[src/logic/sps_pkg.sv]
package sps_pkg;
    // ---------------------------------------------------------------
    // Address space
    // ---------------------------------------------------------------
    localparam logic [7:0] SPS_SFR_BASE = 8'h80;
    localparam logic [7:0] SPS_SFR_TOP = 8'hFF;
    localparam logic [3:0] SPS_BIT_NIB_A = 4'h0;
    localparam logic [3:0] SPS_BIT_NIB_B = 4'h8;
    // ---------------------------------------------------------------
    // Stack register offsets (reachable on all pages)
    // ---------------------------------------------------------------
    localparam logic [7:0] SPS_ADDR_SECOND = 8'h85;
    localparam logic [7:0] SPS_ADDR_BOTTOM = 8'h86;
    localparam logic [7:0] SPS_ADDR_PAGE = 8'hA7;
    // ---------------------------------------------------------------
    // Reset values and pages
    // ---------------------------------------------------------------
    localparam logic [7:0] SPS_RST_PAGE = 8'h00;
    localparam logic [7:0] SPS_RST_SECOND = 8'h00;
    localparam logic [7:0] SPS_RST_BOTTOM = 8'h00;
    localparam logic [7:0] SPS_PG_DEFAULT = 8'h00;
    localparam logic [7:0] SPS_PG_CAN = 8'h0C;
    localparam logic [7:0] SPS_PG_HIGH = 8'h10;
    localparam logic [7:0] SPS_PG_CFG = 8'h0F;
    // ---------------------------------------------------------------
    // Interrupt source classes
    // ---------------------------------------------------------------
    typedef enum logic [2:0] {
        SPS_SRC_OTHER,
        SPS_SRC_CAN,
        SPS_SRC_SERIAL2,
        SPS_SRC_COUNTER2,
        SPS_SRC_COMP3,
        SPS_SRC_TIMER45
    } sps_src_t;
endpackage

[src/logic/sps_page_stack.sv]
`timescale 1ns/1ps
// How it works
// - Direct accesses to 0x80..0xFF go to SFR space, never to data memory.
// - Bit access is allowed only where the address low nibble is 0x0 or 0x8.
// - An 8-bit page select register picks which of 256 registers an address reaches.
// - Only pages 0x0, 0xC, 0xF and 0x10 carry implemented registers.
// - Interrupt entry pushes page into second entry and second into bottom at once.
// - In the same cycle as the push the page select is loaded with the interrupt's flag page.
// - Interrupt return pops the second entry back into the page select.
// - A pop copies bottom into second, and bottom reads 0x00 when nothing was pushed.
// - Software writes to stack entries change only that entry, never push or pop.
// - Vectoring selects page 0x00, 0x0C for CAN, 0x10 for the listed other sources.
// - The second entry is a full 8-bit read/write register.
// - The second entry sits at 0x85 on all pages and resets to zero.

// ---------------------------------------------------------------
// Behaviour at a glance
// ---------------------------------------------------------------
// Vectoring beats a return, and a return beats a core write.
// A core write to a stack register that meets an event in one cycle is lost.
// A pop leaves the bottom entry at zero, the empty reading.
// Page 0x10 counts as populated, since vectoring selects it.
// The three stack registers answer on every page.
// The bottom entry sits at 0x86 and the page select at 0xA7.
// Read data is registered and stands until the next read.
// Peripheral strobes are combinational, in the access cycle.
// Bit merging is the core's job; write data is a whole byte.
module sps_page_stack
    import sps_pkg::*;
(
    // Clock and reset
    input wire logic ref_clk_i,
    input wire logic rst_b_i,
    // Core direct access
    input wire logic acc_valid_i,
    input wire logic acc_direct_i,
    input wire logic acc_write_i,
    input wire logic acc_bit_i,
    input wire logic [7:0] acc_addr_i,
    input wire logic [7:0] acc_wdata_i,
    // Interrupt events
    input wire logic irq_enter_i,
    input wire sps_src_t irq_src_i,
    input wire logic interrupt_return_instr_i,
    // Read data from peripherals
    input wire logic [7:0] periph_rdata_i,
    // Core read data and decode
    output logic [7:0] acc_rdata_o,
    output logic acc_sfr_o,
    output logic acc_bit_ok_o,
    output logic acc_bit_err_o,
    // Peripheral steering
    output logic periph_sel_o,
    output logic periph_write_o,
    output logic [7:0] periph_page_o,
    output logic [7:0] periph_addr_o,
    output logic [7:0] periph_wdata_o,
    output logic page_populated_o,
    // Stack state
    output logic [7:0] page_select_reg_o,
    output logic [7:0] page_stack_second_entry_o,
    output logic [7:0] page_stack_bottom_entry_o
);
    // ---------------------------------------------------------------
    // Stack storage
    // ---------------------------------------------------------------
    logic [7:0] page_select_reg;
    logic [7:0] page_stack_second_entry;
    logic [7:0] page_stack_bottom_entry;
    // Next values, worked out combinationally
    logic [7:0] next_page;
    logic [7:0] next_second;
    logic [7:0] next_bottom;
    // Flag page of the interrupt being vectored
    logic [7:0] vec_page;

    // Address decode helper
    function automatic logic hit(input logic [7:0] a, input logic [7:0] reg_addr);
        hit = (a == reg_addr);
    endfunction

    // ---------------------------------------------------------------
    // Decode
    // ---------------------------------------------------------------
    wire in_sfr;
    wire bit_ok;
    wire sfr_acc;
    wire wr;
    wire hit_page;
    wire hit_second;
    wire hit_bottom;
    wire hit_stack;
    wire populated;
    wire size_ok;
    wire rd_en;

    assign in_sfr = (acc_addr_i >= SPS_SFR_BASE) && (acc_addr_i <= SPS_SFR_TOP);
    assign sfr_acc = acc_valid_i && acc_direct_i && in_sfr;
    assign bit_ok = (acc_addr_i[3:0] == SPS_BIT_NIB_A) || (acc_addr_i[3:0] == SPS_BIT_NIB_B);
    // Byte access, or bit access on a bit-capable address
    assign size_ok = !acc_bit_i || bit_ok;
    // Bit write on a byte-only address is dropped
    assign wr = sfr_acc && acc_write_i && size_ok;
    // Reads capture on the taking edge
    assign rd_en = sfr_acc && !acc_write_i;
    assign hit_page = hit(acc_addr_i, SPS_ADDR_PAGE);
    assign hit_second = hit(acc_addr_i, SPS_ADDR_SECOND);
    assign hit_bottom = hit(acc_addr_i, SPS_ADDR_BOTTOM);
    assign hit_stack = hit_page || hit_second || hit_bottom;
    assign populated = (page_select_reg == SPS_PG_DEFAULT) || (page_select_reg == SPS_PG_CAN)
                       || (page_select_reg == SPS_PG_CFG) || (page_select_reg == SPS_PG_HIGH);

    // Vector page lookup
    // flag page per source
    sps_page_map u_map (
        .src_i(irq_src_i),
        .page_o(vec_page)
    );

    // ---------------------------------------------------------------
    // Next stack state
    // ---------------------------------------------------------------
    always_comb begin
        // Hold every entry unless an event or write moves it
        next_page = page_select_reg;
        next_second = page_stack_second_entry;
        next_bottom = page_stack_bottom_entry;
        // Vectoring has the highest priority
        if (irq_enter_i) begin
            next_second = page_select_reg;
            next_bottom = page_stack_second_entry;
            next_page = vec_page;
        end else if (interrupt_return_instr_i) begin
            next_page = page_stack_second_entry;
            next_second = page_stack_bottom_entry;
            next_bottom = SPS_RST_BOTTOM;
        end else if (wr) begin
            // Core write only when no event is due
            // write touches one entry only
            if (hit_page) begin
                next_page = acc_wdata_i;
            end
            if (hit_second) begin
                next_second = acc_wdata_i;
            end
            if (hit_bottom) begin
                next_bottom = acc_wdata_i;
            end
        end
    end

    // All three entries move together, so no access sees half a push
    // single-cycle update
    always_ff @(posedge ref_clk_i) begin
        if (!rst_b_i) begin
            page_select_reg <= SPS_RST_PAGE;
            page_stack_second_entry <= SPS_RST_SECOND;
            page_stack_bottom_entry <= SPS_RST_BOTTOM;
        end else begin
            page_select_reg <= next_page;
            page_stack_second_entry <= next_second;
            page_stack_bottom_entry <= next_bottom;
        end
    end

    // ---------------------------------------------------------------
    // Read data register
    // ---------------------------------------------------------------
    // Stack registers shadow the peripheral read data
    logic [7:0] rd_mux;
    always_comb begin
        rd_mux = periph_rdata_i;
        if (hit_page) begin
            rd_mux = page_select_reg;
        end else if (hit_second) begin
            rd_mux = page_stack_second_entry;
        end else if (hit_bottom) begin
            rd_mux = page_stack_bottom_entry;
        end
    end

    // Read data stands until the next read
    always_ff @(posedge ref_clk_i) begin
        if (!rst_b_i) begin
            acc_rdata_o <= 8'h00;
        end else if (rd_en) begin
            acc_rdata_o <= rd_mux;
        end
    end

    // ---------------------------------------------------------------
    // Steering outputs
    // ---------------------------------------------------------------
    // Core-side decode flags
    assign acc_sfr_o = sfr_acc;
    assign acc_bit_ok_o = sfr_acc && bit_ok;
    assign acc_bit_err_o = sfr_acc && acc_bit_i && !bit_ok;

    assign periph_sel_o = sfr_acc && !hit_stack && size_ok;
    assign periph_write_o = wr && !hit_stack;
    assign periph_page_o = page_select_reg;
    // Address and data pass straight through
    assign periph_addr_o = acc_addr_i;
    assign periph_wdata_o = acc_wdata_i;
    // populated flag for the current page
    assign page_populated_o = populated;

    // Stack state for observation
    assign page_select_reg_o = page_select_reg;
    assign page_stack_second_entry_o = page_stack_second_entry;
    assign page_stack_bottom_entry_o = page_stack_bottom_entry;
endmodule // sps_page_stack

[src/logic/sps_page_map.sv]
`timescale 1ns/1ps
// Maps an interrupt source class to the page holding its flag
module sps_page_map
    import sps_pkg::*;
(
    // Source
    input wire sps_src_t src_i,
    // Page
    output logic [7:0] page_o
);
    // ---------------------------------------------------------------
    // Vector page lookup
    // ---------------------------------------------------------------
    always_comb begin
        case (src_i)
            SPS_SRC_CAN: page_o = SPS_PG_CAN;
            SPS_SRC_SERIAL2, SPS_SRC_COUNTER2, SPS_SRC_COMP3, SPS_SRC_TIMER45: page_o = SPS_PG_HIGH;
            default: page_o = SPS_PG_DEFAULT;
        endcase
    end
endmodule // sps_page_map

[config.mk]
export PLATFORM = sky130hd
export DESIGN_NAME = sps_page_stack
export DESIGN_NICKNAME = d
export VERILOG_FILES = /design/src/logic/sps_pkg.sv /design/src/logic/sps_page_stack.sv /design/src/logic/sps_page_map.sv
export SDC_FILE = /design/constraint.sdc
export NUM_CORES = 1
export LEC_CHECK = 0
export ABC_AREA = 0
export BUFFER_PORTS_ARGS = -buffer_cell sky130_fd_sc_hd__buf_2
export CORE_MARGIN = 4
export CORE_UTILIZATION = 52
export DETAILED_ROUTE_END_ITERATION = 8
export GPL_TIMING_DRIVEN = 0
export PLACE_DENSITY = 0.84
export SLEW_MARGIN = 20
export SYNTH_ARGS = -nofsm -noshare
export SYNTH_HDL_FRONTEND = slang
export SYNTH_SLANG_ARGS = --single-unit
[constraint.sdc]
create_clock -name ref_clk_i -period 3.9 [get_ports ref_clk_i]
set_input_delay 0.78 -clock ref_clk_i [delete_from_list [all_inputs] [get_ports ref_clk_i]]
set_output_delay 0.78 -clock ref_clk_i [all_outputs]
set_load 0.02 [all_outputs]
==> results by group <==
Clocking
  – Post-cts sizing count: 0
  – Clk slew on worst S/H paths: ~60 ps
  – Post-CTS Repair Setup Buffers: 0
  – Clk sinks: 32
  – Root Buffer: clkbuf_8
  – Clock tree from TritonCTS: built
  – CTS buffer count: 5
  – Clk_lat worst skew: 290 ps
  – Max Root-Sink Buffers: 2
  – Hold buffer count at cts: 0
  – Max H-tree Level: 2

Detailed routing
  – DRC violations left: 0
  – Routed len/inst: 15.37 um
  – DR vias: ~2,700
  – Detailed Route WL: between 7 and 8 mm
  – Routed Antenna Nets: 0
  – Detailed Route Iter0 Violations: between 200 and 300
  – Vias per inst: between 5 and 6
  – DR pass1 iterations: 4

Floorplan
  – Core Rows: 24
  – Die area: between 0.005 and 0.006 mm2
  – Die Wd: 74.99 um
  – Initial Util: a little over half
  – I/O Pins: 97
  – Core box area: ~0.0044 mm2
  – Die height: 74.99 um

Worst setup path
  – CP Class: in -> out
  – Cell mode on critical path: buf_2
  – Slowest stage delay, CP: approximately 360 ps
  – CP Capture Type: output pin
  – WP data arrival: around 2000 ps
  – WP buf/inv: 3
  – Crit path max-delay family: simple AND/OR/NAND/NOR gates
  – CP max FO: 9
  – CP startpoint kind: input port
  – Crit-path cells: buf_2 -> and4bb_2 -> and2_1 -> buf_2 -> nand2_1 -> and4_1 -> buf_2
  – Critical Path Slowest Stage Cell: and4bb_2
  – Critical path required time: ~3100 ps

Global route
  – Vias in the first global route: roughly 2,500
  – Total gr overflow: 0
  – Largest net degree at the start of global routing: 11
  – First-pass GRT wire length: 11.34 mm
  – GRT Overall Usage: 26.21%
  – Initial antenna violation count: 0

Place
  – Place WS: 1123 ps
  – DP Area: ~0.0029 mm2
  – Inst Count DP: around 460
  – IO buf count: 92
  – DP Wirelength: about 5.5 mm
  – GPL Wtd Cong: around 0.9

Pwr
  – PD cells: a little over 300 mW/mm2
  – Clock Power Share: 34.8%
  – Lkg Pwr: approximately 1.4 nW
  – Seq pwr share: 40.0%
  – Switch Pwr: about 280 uW
  – Peak VDD IR: between 150 and 200 uV
  – Power Total: roughly 910 uW
  – Switching share of power: a little under a third
  – Comb pwr share: 25.2%
  – P_int: ~630 uW

Logic synthesis
  – Largest family of logic cells by synthesized area: simple AND/OR/NAND/NOR gates
  – Count of flip-flops with a built-in enable after synthesis: 0
  – Number of synthesis warnings: 0
  – Syn Std Cell Area: around 0.0023 mm2
  – Synth Area in Compound Gates: about a fifth
  – Mux share of post-synthesis cell area: 8.204%
  – Simple-gate share of the synthesized area: 28.20%
  – Main flop type after synthesis: dfxtp_1
  – Post-Syn Instances: between 300 and 400
  – Top post-synthesis cells by area: dfxtp_1 27%, buf_4 8.0%, mux2i_1 7.7%
  – Async SR Flop Fraction: 0%
  – Area leader, netlist: dfxtp_1
  – Unique masters post-synth: 43
  – Synth top area share: 27.45%
  – Syn_nets: approximately 350
  – Syn_area_per_cell: roughly 7.4 um2
  – Seq/Total Area, Yosys: a little over a quarter
  – XOR/XNOR Fraction of Synth Area: 0.7507%
  – Post-synthesis adder-cell area fraction: 0%
  – Register bit total from synthesis: 32

Final layout
  – Layout net count: between 400 and 500
  – Sequential cell area: approximately 640 um2
  – Highest-count cells in the layout ignoring fill and taps: 101 x buf_2, 42 x nand2_1, 32 x dfxtp_1, 25 x buf_4, 24 x a21oi_1
  – Area occupied by multi-input gates: about 0.0014 mm2
  – Core Util, Final: about two thirds
  – Area Overhead vs Synth: 27.13%
  – Post-route cell area: 0.002967 mm2
  – Share of cells above drive strength 1: between 30% and 40%
  – Filler instances: a little under 400
  – Commonest non-fill, non-tap cell in the layout: buf_2
  – Antenna cells: 0
  – Final Non-Filler Cells: between 400 and 500

STA
  – Max-slew violation count: 0
  – RSZ-0062 raised after global routing: false
  – Final min period: approximately 2800 ps
  – Final hold violations: 0
  – Worst-Margin Slew: around 570 ps
  – Setup TNS: 0 ps
  – Fin Hold WS: roughly 460 ps
  – Worst Skew: approximately 5.7 ps
  – Final setup vio count: 0
  – FMAX: ~0.36 GHz
  – Slew headroom: roughly three fifths
  – Worst setup margin: roughly 1100 ps
  – Crit share post-route: between 70% and 80%

Hold path
  – Min-Delay Path Class: reg -> reg

Outcome
  – Outcome: finished clean

Flow run
  – MaxCap Viol Count: 0
cells in the mapped netlist (2+ instances only):
cell type	number
nor2_1	22
inv_1	10
or3_1	3
a22oi_1	8
dfxtp_1	32
xnor2_1	2
o21ai_0	18
a21oi_1	24
nor2b_1	3
o32ai_1	8
nand4_1	2
or2_2	8
and3_1	4
buf_6	2
nand2_1	42
nor3b_1	8
o21ai_1	10
buf_4	25
and4_1	2
a21boi_1	8
nand3_1	11
nor3_1	5
buf_2	9
mux2i_1	18
nand2b_1	5
clkbuf_1	11
cells by family after synthesis:
kind of cell / after synthesis
AOI/OAI and AO/OA: 81
xor gates and xnor gates: 2
buffers and inverters: 57
DFF: 32
muxes: 19
and+or+nand+nor: 126
state kept, by name, indices dropped and copies added (netlist names):
signal and cells:
page_stack_bottom_entry_o 8, acc_rdata_o 8, page_select_reg_o 8, page_stack_second_entry_o 8
path summary, 6_finish.rpt:
check                                                        from                           to  slack, ps  cells after the start
worst max register to register  page_select_reg_o[2]$_SDFFE_PN0P_  acc_rdata_o[2]$_SDFFE_PN0P_       2750                      3
worst min register to register        acc_rdata_o[6]$_SDFFE_PN0P_  acc_rdata_o[6]$_SDFFE_PN0P_        460                      2
worst max-delay path                                acc_addr_i[3]               periph_write_o       1120                      7
worst min-delay path                  acc_rdata_o[6]$_SDFFE_PN0P_  acc_rdata_o[6]$_SDFFE_PN0P_        460                      2
per-layer routing:
metal	GRT usage (%)	part of all wire, %	vias up	routed length [um]
li1	-	-	1288	-
met4	10.87	3.0	0	219
met1	33.66	40	1240	2903
met5	0	0	-	0
met2	43.23	47	144	3411
met3	4.673	9.4	28	676
power by group through the flow:
stage	clock (mW)	sequential (mW)	combinational, mW
floorplan	0	0.382	0.137
global placement	0	0.370	0.222
detailed placement	0	0.371	0.228
CTS	0.317	0.363	0.229
global route	0.334	0.365	0.251
finish	0.316	0.364	0.229
worst reg2reg max path, stage by stage (launching register included):
cell and delay [ps]:
dfxtp_1 390, or2_2 330, a21oi_1 190, o32ai_1 110
cell type report:
type | count | share of cell area [%]
Inverter | 10 | 1.265
Timing Repair Buffer | 92 | 15.52
Tap cell | 52 | 2.193
Sequential cell | 32 | 21.59
Multi-Input combinational cell | 228 | 45.80
Clock inverter | 2 | 1.181
Buffer | 47 | 9.996
Clock buffer | 6 | 2.446
Power figures use the tool's default switching activity.
